--- src/hb_fault_pkg.sv ---
// Constants, register map and carrier types of the half-bridge fault latch
package hb_fault_pkg;

   // ********************************************************************
   // Geometry and timing
   // ********************************************************************
   localparam int NUM_BRIDGES = 12;
   localparam int CLK_PERIOD_NS = 10;
   // Filter time has no fixed figure; plain default, override as needed
   localparam int SHUTDOWN_FILTER_NS = 5000;
   localparam int FILTER_CYCLES =
      (SHUTDOWN_FILTER_NS + CLK_PERIOD_NS - 1) / CLK_PERIOD_NS;
   localparam int TIMER_W = 16;

   // ********************************************************************
   // Register map (byte addresses)
   // ********************************************************************
   localparam int ADDR_W = 8;
   localparam logic [ADDR_W-1:0] ACT_OFS = 8'h00;
   localparam logic [ADDR_W-1:0] GSTAT_OFS = 8'h04;
   localparam logic [ADDR_W-1:0] OC_A_OFS = 8'h08;
   localparam logic [ADDR_W-1:0] OC_B_OFS = 8'h0c;
   localparam logic [ADDR_W-1:0] OC_C_OFS = 8'h10;
   localparam logic [ADDR_W-1:0] OL_A_OFS = 8'h14;
   localparam logic [ADDR_W-1:0] OL_B_OFS = 8'h18;
   localparam logic [ADDR_W-1:0] OL_C_OFS = 8'h1c;
   localparam logic [ADDR_W-1:0] MASK_OFS = 8'h20;
   localparam logic [ADDR_W-1:0] REG_STEP = 8'h04;

   // Fields
   localparam int HS_ACT_LSB = 0;
   localparam int LS_ACT_LSB = 16;
   localparam int PREWARN_BIT = 1;
   localparam int TSD_BIT = 2;
   localparam int OV_BIT = 4;
   localparam int UV_BIT = 5;
   localparam int LE_BIT = 6;
   localparam int GSTAT_W = 8;
   localparam int BRIDGES_PER_REG = 4;
   localparam int LS_FIELD_LSB = 4;

   localparam logic [1:0] RESP_OKAY = 2'h0;
   localparam logic [1:0] RESP_SLVERR = 2'h2;

   // ********************************************************************
   // Carrier types
   // ********************************************************************
   typedef struct packed {
      logic [NUM_BRIDGES-1:0] hs;
      logic [NUM_BRIDGES-1:0] ls;
   } bridge_t;

   typedef struct packed {
      bridge_t overcurrent;
      bridge_t open_load;
      logic temp_warn;
      logic temp_shut;
      logic supply_under;
      logic supply_over;
   } fault_pins_t;

   typedef struct packed {
      logic awvalid;
      logic [ADDR_W-1:0] awaddr;
      logic wvalid;
      logic [31:0] wdata;
      logic [3:0] wstrb;
      logic bready;
      logic arvalid;
      logic [ADDR_W-1:0] araddr;
      logic rready;
   } axi_req_t;

   typedef struct packed {
      logic awready;
      logic wready;
      logic bvalid;
      logic [1:0] bresp;
      logic arready;
      logic rvalid;
      logic [31:0] rdata;
      logic [1:0] rresp;
   } axi_rsp_t;

   typedef struct packed {
      fault_pins_t sync1;
      fault_pins_t sync2;
      bridge_t activate;
      bridge_t oc_flag;
      bridge_t ol_flag;
      logic [2*NUM_BRIDGES-1:0][TIMER_W-1:0] timer;
      logic [GSTAT_W-1:0] gstat;
      logic [GSTAT_W-1:0] mask;
      bridge_t drive;
      logic fault_n;
      logic irq;
      logic aw_have;
      logic [ADDR_W-1:0] aw_addr;
      logic w_have;
      logic [31:0] w_data;
      logic [3:0] w_strb;
      axi_rsp_t rsp;
   } state_t;

endpackage

--- src/half_bridge_fault_latch.sv ---
// Fault latching and output gating for a twelve-bridge driver
`timescale 1ns/1ns
// Summary of operation
// - Overcurrent persisting for the filter time latches switch off and sets its flag.
// - Any latched overcurrent or open-load flag also sets load-error summary bit 6.
// - A switch latched off stays off while its overcurrent flag stays set.
// - Activation bits stay 1; flags read 0 until latch-off, then 1.
// - Separate high-side and low-side overcurrent flags in three status registers.
// - Thermal pre-warning latches bit 1, pulls fault pin low, outputs unchanged.
// - Thermal shutdown latches bit 2; all outputs off until flag cleared.
// - Undervoltage latches bit 5; outputs off, auto-recover, flag stays latched.
// - Overvoltage latches bit 4; outputs off, auto-recover, flag stays latched.
// - High side guards shorts to ground, low side shorts to supply.
// - Every fault flag is sticky and cleared only by the host.
// - Open load latches its flag and summary but keeps output activated.
// - Fault pin goes low whenever a global fault is present or any fault flag is latched.
module half_bridge_fault_latch
   import hb_fault_pkg::*;
#(
   parameter logic [TIMER_W-1:0] FILTER_CYCLES_P = TIMER_W'(FILTER_CYCLES)
)
(
   // Clock, reset, enable
   input wire logic aclk,
   input wire logic aresetn,
   input wire logic ce,
   // Analog comparator outputs, asynchronous
   input wire hb_fault_pkg::fault_pins_t fault_pins,
   // AXI4-Lite slave
   input wire hb_fault_pkg::axi_req_t axi_in,
   output hb_fault_pkg::axi_rsp_t axi_out,
   // Power stage gates and fault signalling
   output hb_fault_pkg::bridge_t drive,
   output logic fault_out_n,
   output logic irq
);
   import hb_fault_pkg::*;

   // All state lives in one struct; s_next is its next value
   state_t s, s_next;

   // ********************************************************************
   // Helpers
   // ********************************************************************
   function automatic logic [31:0] merge(input logic [31:0] old,
                                         input logic [31:0] wd,
                                         input logic [3:0] strb);
      logic [31:0] r;
      r = old;
      for (int b = 0; b < 4; b++)
      begin
         if (strb[b])
            r[8*b +: 8] = wd[8*b +: 8];
      end
      return r;
   endfunction

   // Four bridges per word: high sides low nibble, low sides high nibble
   function automatic logic [31:0] chan_word(input bridge_t f,
                                             input int k);
      logic [31:0] r;
      r = '0;
      r[0 +: BRIDGES_PER_REG] = f.hs[k*BRIDGES_PER_REG +: BRIDGES_PER_REG];
      r[LS_FIELD_LSB +: BRIDGES_PER_REG] =
         f.ls[k*BRIDGES_PER_REG +: BRIDGES_PER_REG];
      return r;
   endfunction

   // Index 0..2 of a channel status word at a base, or -1
   function automatic int chan_index(input logic [ADDR_W-1:0] a,
                                     input logic [ADDR_W-1:0] base);
      int r;
      r = -1;
      for (int k = 0; k < NUM_BRIDGES / BRIDGES_PER_REG; k++)
      begin
         if (a == base + ADDR_W'(k) * REG_STEP)
            r = k;
      end
      return r;
   endfunction

   function automatic logic mapped(input logic [ADDR_W-1:0] a);
      return a == ACT_OFS || a == GSTAT_OFS || a == MASK_OFS ||
             chan_index(a, OC_A_OFS) >= 0 || chan_index(a, OL_A_OFS) >= 0;
   endfunction

   // ********************************************************************
   // Next state
   // ********************************************************************
   always_comb
   begin
      fault_pins_t p;
      logic [31:0] act_word;
      logic [31:0] rd;
      logic [GSTAT_W-1:0] g_set;
      logic [GSTAT_W-1:0] g_clr;
      bridge_t oc_set;
      bridge_t oc_clr;
      bridge_t ol_set;
      bridge_t ol_clr;
      logic rd_take;
      logic wr_commit;
      logic supply_bad;
      int k_oc;
      int k_ol;
      logic [2*NUM_BRIDGES-1:0] oc_live;
      logic [2*NUM_BRIDGES-1:0] on_now;
      logic [2*NUM_BRIDGES-1:0] oc_hit;
      p = s.sync2;
      act_word = '0;
      rd = '0;
      g_set = '0;
      g_clr = '0;
      oc_set = '0;
      oc_clr = '0;
      ol_set = '0;
      ol_clr = '0;
      oc_live = '0;
      on_now = '0;
      oc_hit = '0;
      rd_take = 1'b0;
      wr_commit = 1'b0;
      supply_bad = 1'b0;
      k_oc = -1;
      k_ol = -1;
      s_next = s;

      // ****************************************************************
      // Synchroniser and overcurrent filters
      // ****************************************************************
      // Two-stage synchroniser; only stage two is looked at
      s_next.sync1 = fault_pins;
      s_next.sync2 = s.sync1;

      // Comparator polarity per side is fixed in the analog stage (high
      // side to ground, low side to supply). Index 0..11 is the high side.
      oc_live = {p.overcurrent.ls, p.overcurrent.hs};
      on_now = {s.drive.ls, s.drive.hs};
      // A switch that is off cannot carry the fault, so its timer rests;
      // after a clear with the short still present the filter runs again
      for (int i = 0; i < 2*NUM_BRIDGES; i++)
      begin
         if (oc_live[i] && on_now[i])
         begin
            if (s.timer[i] >= FILTER_CYCLES_P - TIMER_W'(1))
            begin
               s_next.timer[i] = '0;
               oc_hit[i] = 1'b1;
            end
            else
               s_next.timer[i] = s.timer[i] + TIMER_W'(1);
         end
         else
            s_next.timer[i] = '0;
      end
      oc_set.hs = oc_hit[NUM_BRIDGES-1:0];
      oc_set.ls = oc_hit[2*NUM_BRIDGES-1:NUM_BRIDGES];

      // Open load only judged on a switch that is driven on; the input arrives
      // already filtered, so one synced cycle is enough to latch it
      ol_set.hs = p.open_load.hs & s.drive.hs;
      ol_set.ls = p.open_load.ls & s.drive.ls;

      // ****************************************************************
      // Register reads
      // ****************************************************************
      // AXI read: data sampled and flags cleared at the address handshake
      rd_take = axi_in.arvalid && s.rsp.arready;
      if (rd_take)
      begin
         k_oc = chan_index(axi_in.araddr, OC_A_OFS);
         k_ol = chan_index(axi_in.araddr, OL_A_OFS);
         if (axi_in.araddr == ACT_OFS)
         begin
            rd[HS_ACT_LSB +: NUM_BRIDGES] = s.activate.hs;
            rd[LS_ACT_LSB +: NUM_BRIDGES] = s.activate.ls;
         end
         else if (axi_in.araddr == GSTAT_OFS)
         begin
            rd[GSTAT_W-1:0] = s.gstat;
            g_clr = '1;
         end
         else if (axi_in.araddr == MASK_OFS)
            rd[GSTAT_W-1:0] = s.mask;
         else if (k_oc >= 0)
         begin
            rd = chan_word(s.oc_flag, k_oc);
            oc_clr.hs[k_oc*BRIDGES_PER_REG +: BRIDGES_PER_REG] = '1;
            oc_clr.ls[k_oc*BRIDGES_PER_REG +: BRIDGES_PER_REG] = '1;
         end
         else if (k_ol >= 0)
         begin
            rd = chan_word(s.ol_flag, k_ol);
            ol_clr.hs[k_ol*BRIDGES_PER_REG +: BRIDGES_PER_REG] = '1;
            ol_clr.ls[k_ol*BRIDGES_PER_REG +: BRIDGES_PER_REG] = '1;
         end
         s_next.rsp.rvalid = 1'b1;
         s_next.rsp.rdata = rd;
         s_next.rsp.rresp = mapped(axi_in.araddr) ? RESP_OKAY : RESP_SLVERR;
      end
      else if (s.rsp.rvalid && axi_in.rready)
         s_next.rsp.rvalid = 1'b0;

      // ****************************************************************
      // Status latches
      // ****************************************************************
      // Sticky flags: a set in the clearing cycle wins
      s_next.oc_flag = (s.oc_flag & ~oc_clr) | oc_set;
      s_next.ol_flag = (s.ol_flag & ~ol_clr) | ol_set;

      g_set[PREWARN_BIT] = p.temp_warn;
      g_set[TSD_BIT] = p.temp_shut;
      g_set[UV_BIT] = p.supply_under;
      g_set[OV_BIT] = p.supply_over;
      // Summary re-asserts while any channel flag is still latched
      g_set[LE_BIT] = |{s_next.oc_flag, s_next.ol_flag};
      s_next.gstat = (s.gstat & ~g_clr) | g_set;

      // ****************************************************************
      // Register writes
      // ****************************************************************
      // AXI write: address and data taken in either order
      if (axi_in.awvalid && s.rsp.awready)
      begin
         s_next.aw_have = 1'b1;
         s_next.aw_addr = axi_in.awaddr;
      end
      if (axi_in.wvalid && s.rsp.wready)
      begin
         s_next.w_have = 1'b1;
         s_next.w_data = axi_in.wdata;
         s_next.w_strb = axi_in.wstrb;
      end
      wr_commit = s.aw_have && s.w_have && !s.rsp.bvalid;
      if (wr_commit)
      begin
         s_next.aw_have = 1'b0;
         s_next.w_have = 1'b0;
         s_next.rsp.bvalid = 1'b1;
         s_next.rsp.bresp = mapped(s.aw_addr) ? RESP_OKAY : RESP_SLVERR;
         // Status words take no writes: a read is their only clear
         // Faults never touch the activation bits, only software does
         if (s.aw_addr == ACT_OFS)
         begin
            act_word[HS_ACT_LSB +: NUM_BRIDGES] = s.activate.hs;
            act_word[LS_ACT_LSB +: NUM_BRIDGES] = s.activate.ls;
            act_word = merge(act_word, s.w_data, s.w_strb);
            s_next.activate.hs = act_word[HS_ACT_LSB +: NUM_BRIDGES];
            s_next.activate.ls = act_word[LS_ACT_LSB +: NUM_BRIDGES];
         end
         else if (s.aw_addr == MASK_OFS)
            s_next.mask = GSTAT_W'(merge(32'(s.mask), s.w_data, s.w_strb));
      end
      else if (s.rsp.bvalid && axi_in.bready)
         s_next.rsp.bvalid = 1'b0;

      s_next.rsp.awready = !s_next.aw_have && !s_next.rsp.bvalid;
      s_next.rsp.wready = !s_next.w_have && !s_next.rsp.bvalid;
      s_next.rsp.arready = !s_next.rsp.rvalid;

      // ****************************************************************
      // Output gating and fault signalling
      // ****************************************************************
      // Output gating. Supply faults act on the live level so stages
      // come back by themselves; thermal shutdown holds on the flag.
      supply_bad = p.supply_under || p.supply_over;
      if (s_next.gstat[TSD_BIT] || supply_bad)
         s_next.drive = '0;
      else
      begin
         s_next.drive.hs = s.activate.hs & ~s_next.oc_flag.hs;
         s_next.drive.ls = s.activate.ls & ~s_next.oc_flag.ls;
      end

      // Pin stays low while a fault is live or still latched
      s_next.fault_n = !(|s_next.gstat || |g_set);
      s_next.irq = |(s_next.gstat & s_next.mask);
   end

   // ********************************************************************
   // State register
   // ********************************************************************
   always_ff @(posedge aclk)
   begin
      // Reset acts whatever the enable does
      if (!aresetn)
      begin
         s <= '0;
         s.fault_n <= 1'b1;
      end
      else if (ce)
         s <= s_next;
   end

   // ********************************************************************
   // Outputs
   // ********************************************************************
   assign axi_out = s.rsp;
   assign drive = s.drive;
   assign fault_out_n = s.fault_n;
   assign irq = s.irq;

endmodule // half_bridge_fault_latch

--- config.mk ---
export PLATFORM = sky130hd
export DESIGN_NAME = half_bridge_fault_latch
export DESIGN_NICKNAME = d
export VERILOG_FILES = /design/src/hb_fault_pkg.sv /design/src/half_bridge_fault_latch.sv
export SDC_FILE = /design/constraint.sdc
export NUM_CORES = 1
export LEC_CHECK = 0
export BUFFER_PORTS_ARGS = -buffer_cell sky130_fd_sc_hd__buf_2
export CAP_MARGIN = 20
export CORE_MARGIN = 3
export CORE_UTILIZATION = 40
export CTS_CLUSTER_DIAMETER = 80
export DETAILED_ROUTE_END_ITERATION = 10
export GPL_ROUTABILITY_DRIVEN = 0
export GPL_TIMING_DRIVEN = 0
export PLACE_DENSITY_LB_ADDON = 0.3
export SETUP_SLACK_MARGIN = 0.15
export SYNTH_ARGS = -nofsm -noshare
export SYNTH_HDL_FRONTEND = slang
export SYNTH_SLANG_ARGS = --single-unit
--- constraint.sdc ---
create_clock -name aclk -period 5.7 [get_ports aclk]
set_input_delay 0.855 -clock aclk [delete_from_list [all_inputs] [get_ports aclk]]
set_output_delay 0.855 -clock aclk [all_outputs]
set_load 0.005 [all_outputs]
==> impl_metrics.tcl <==
set metrics [dict create \
    maxCapViolations 0 \
    synth_xor_area_frac 0.0693 \
    fin_util 0.470 \
    clkTransAtPathRegs_ns 0.06 \
    p_total_w 0.0100 \
    p_leak_nw 12.3 \
    cp-end-kind "flop" \
    yosys_register_bits 671 \
    gr-total-overflow 0 \
    rr_worst_depth 8 \
    powerDensity_mw_per_mm2 302 \
    portBuffers 158 \
    n_fill_cell 6711 \
    clkLatencyLatePin_ns 0.61 \
    cp_slowest_cell "a221oi_1" \
    cp_data_required_time_ns 6.26 \
    setup_slack_ns 1.20 \
    synth_cell_types 73 \
    die-area_mm2 0.0750 \
    routed_via_density 5.29 \
    crit_top_cell "clkbuf_1" \
    synth_compound_area_frac 0.114 \
    htree_levels 3 \
    cts_made_buffers 72 \
    fin_crit_sh 0.789 \
    syn_inst 3255 \
    route.detailed.drc 0 \
    setup_tns_ns 0 \
    rrSetupSlack_ns 2.46 \
    first_iter_violations 2074 \
    hold-path-endpoint "s[314]$_SDFFE_PN0P_" \
    start_util 0.407 \
    synth_top_family_by_area "simple AND/OR/NAND/NOR gates" \
    hp-class "reg -> reg" \
    area_delta_synth_final_pct 15.5 \
    final_common_cell "dfxtp_1" \
    cts_resized 0 \
    drt_wl_total_um 84600 \
    drive_above_1_share 0.110 \
    irDropWorstVdd_uv 191 \
    yosysSeqAreaShare 0.468 \
    layout_common_cells "dfxtp_1, nor2_1, nand2_1" \
    pre_cts_ws_ns 0.759 \
    nNetsFinal 3640 \
    worst_hold_startpoint "s[314]$_SDFFE_PN0P_" \
    synth_edf_count 0 \
    crit_start "axi_in[3]" \
    dieWidth_um 274 \
    clock_path_buffers 3 \
    synthSimpleGateAreaFrac 0.245 \
    path_class "in -> reg" \
    wl_per_cell_um 18.8 \
    critical-path-max-stage-delay_ns 0.93 \
    finalMaxSlewViolations 0 \
    track_usage 0.220 \
    finalSetupViolations 0 \
    yosys_warnings 0 \
    cp-start-kind "input port" \
    antenna_found_initial 4 \
    synth_ff_type "dfxtp_1" \
    synth_area_mm2 0.0287 \
    root_buffer "clkbuf_16" \
    cp_max_fo 10 \
    cp.arrival_ns 5.05 \
    grt_pass1_wl_um 129000 \
    slew_headroom 0.188 \
    core.rowCount 97 \
    status "finished, final reports clean" \
    drtAntennaViolNets 0 \
    fin_skew_ns 0.0276 \
    hpwlAfterDp_um 62200 \
    ys_async_sr_fraction 0 \
    rsz0062_at_grt "false" \
    grt_pass1_vias 21905 \
    io-pin-count 179 \
    grt_max_degree 14 \
    max_freq_mhz 222 \
    worstPathCellList "clkbuf_1, clkbuf_1, clkbuf_1, o21ai_0, ha_1, and4b_1, nand4_4, a221oi_1, nand4_1, nor3_2, and4_1, a41o_1" \
    r2r_start "axi_out[35]$_SDFFE_PN0P_" \
    cts_hold_buf 0 \
    clkSinkCount 671 \
    whs_path_depth 2 \
    worstMarginPinSlew_ns 1.22 \
    r2r_end "fault_out_n$_SDFFE_PN1P_" \
    synthMuxAreaShare 0.0495 \
    min_period_ns 4.50 \
    hold_slack_ns 0.446 \
    synth-adder-area-share 0.0113 \
    dr.pass1.iters 6 \
    avgSynthCellArea_um2 8.82 \
    antenna_cells 0 \
    finalHoldViolations 0 \
    cts_tree "done" \
    die_h_um 274 \
    via_count 23755 \
    post_cts_buffers 0 \
    core-area_mm2 0.0705 \
]
## synthesized netlist by cell type (all sizes together), types with 25 or more instances
| cell | instances | share of area |
|---|---|---|
| dfxtp | 671 | 0.47 |
| nor2 | 497 | 0.065 |
| nand2 | 349 | 0.046 |
| nor2b | 165 | 0.036 |
| mux2i | 125 | 0.044 |
| xor2 | 123 | 0.038 |
| clkbuf | 115 | 0.015 |
| a21boi | 104 | 0.027 |
| xnor2 | 104 | 0.032 |
| nand3 | 103 | 0.018 |
| a21oi | 93 | 0.016 |
| nor3 | 91 | 0.016 |
| buf | 84 | 0.020 |
| nand4 | 80 | 0.018 |
| inv | 63 | 0.0082 |
| and3 | 60 | 0.013 |
| a32oi | 51 | 0.016 |
| a31oi | 50 | 0.011 |
| nor4 | 48 | 0.012 |
| o21ai | 47 | 0.0082 |
| ha | 26 | 0.011 |
| o211a | 25 | 0.0087 |
## flip-flops by register name, indices dropped and copies added (netlist names)
signal       count
drive           24
axi_out         31
fault_out_n      1
irq              1
s              614
## critical path: cells and delay by family
family	cells	cell delay, ns
and+or+nand+nor	5	1.24
AOI/OAI and AO/OA	3	1.29
adders and majority gates	1	0.31
buffers and inverters	3	1.34
## cells by family (layout without fill, tap and decap cells)
logic type,after synthesis,in the layout
flip-flops,671,671
AO/OA/AOI/OAI,463,463
adder cells (fa/ha/maj),26,26
buffers and inverters,263,550
AND/OR/NAND/NOR,1464,1464
other,1,10
XOR/XNOR,227,227
multiplexers,140,140
## metal layers
metal  share of wire  GRT usage
met4           0.038     0.0794
met2            0.42      0.332
met1            0.46      0.312
met3           0.075     0.0439
met5         0.00058          0
## worst max-delay path by stage
stage / endpoint / slack [ns] / depth (start not counted)
after detailed placement: fault_out_n$_SDFFE_PN1P_ / 0.76 / 12
final: fault_out_n$_SDFFE_PN1P_ / 1.20 / 12
after global routing: s[127]$_SDFFE_PN0P_ / 1.02 / 12
after floorplan: fault_out_n$_SDFFE_PN1P_ / 1.98 / 12
after CTS: fault_out_n$_SDFFE_PN1P_ / 1.36 / 12
after global placement: s[499]$_SDFFE_PN0P_ / 0.61 / 8
## final cells by class
type	count	area (um2)	share of cell area
Inverter	64	240	0.00725
Timing Repair Buffer	164	871	0.0263
Buffer	199	998	0.0301
Tap cell	940	1180	0.0355
Multi-Input combinational cell	2330	14100	0.424
Clock inverter	18	171	0.00517
Clock buffer	105	2190	0.0661
Sequential cell	671	13400	0.405
## power by group
part	internal, W	switching, W
clock network	0.00275	0.00192
logic	0.000187	0.000314
registers	0.00476	0.0000706
## stage by stage
stage,instances,cell area [um2]
2_1_floorplan,3264,28700
4_1_cts,4490,33100
3_5_place_dp,4367,30800
6_report,4491,33100
5_1_grt,4491,33100
3_3_place_gp,4362,30700
Note: power is estimated with default switching activity, not from simulation.
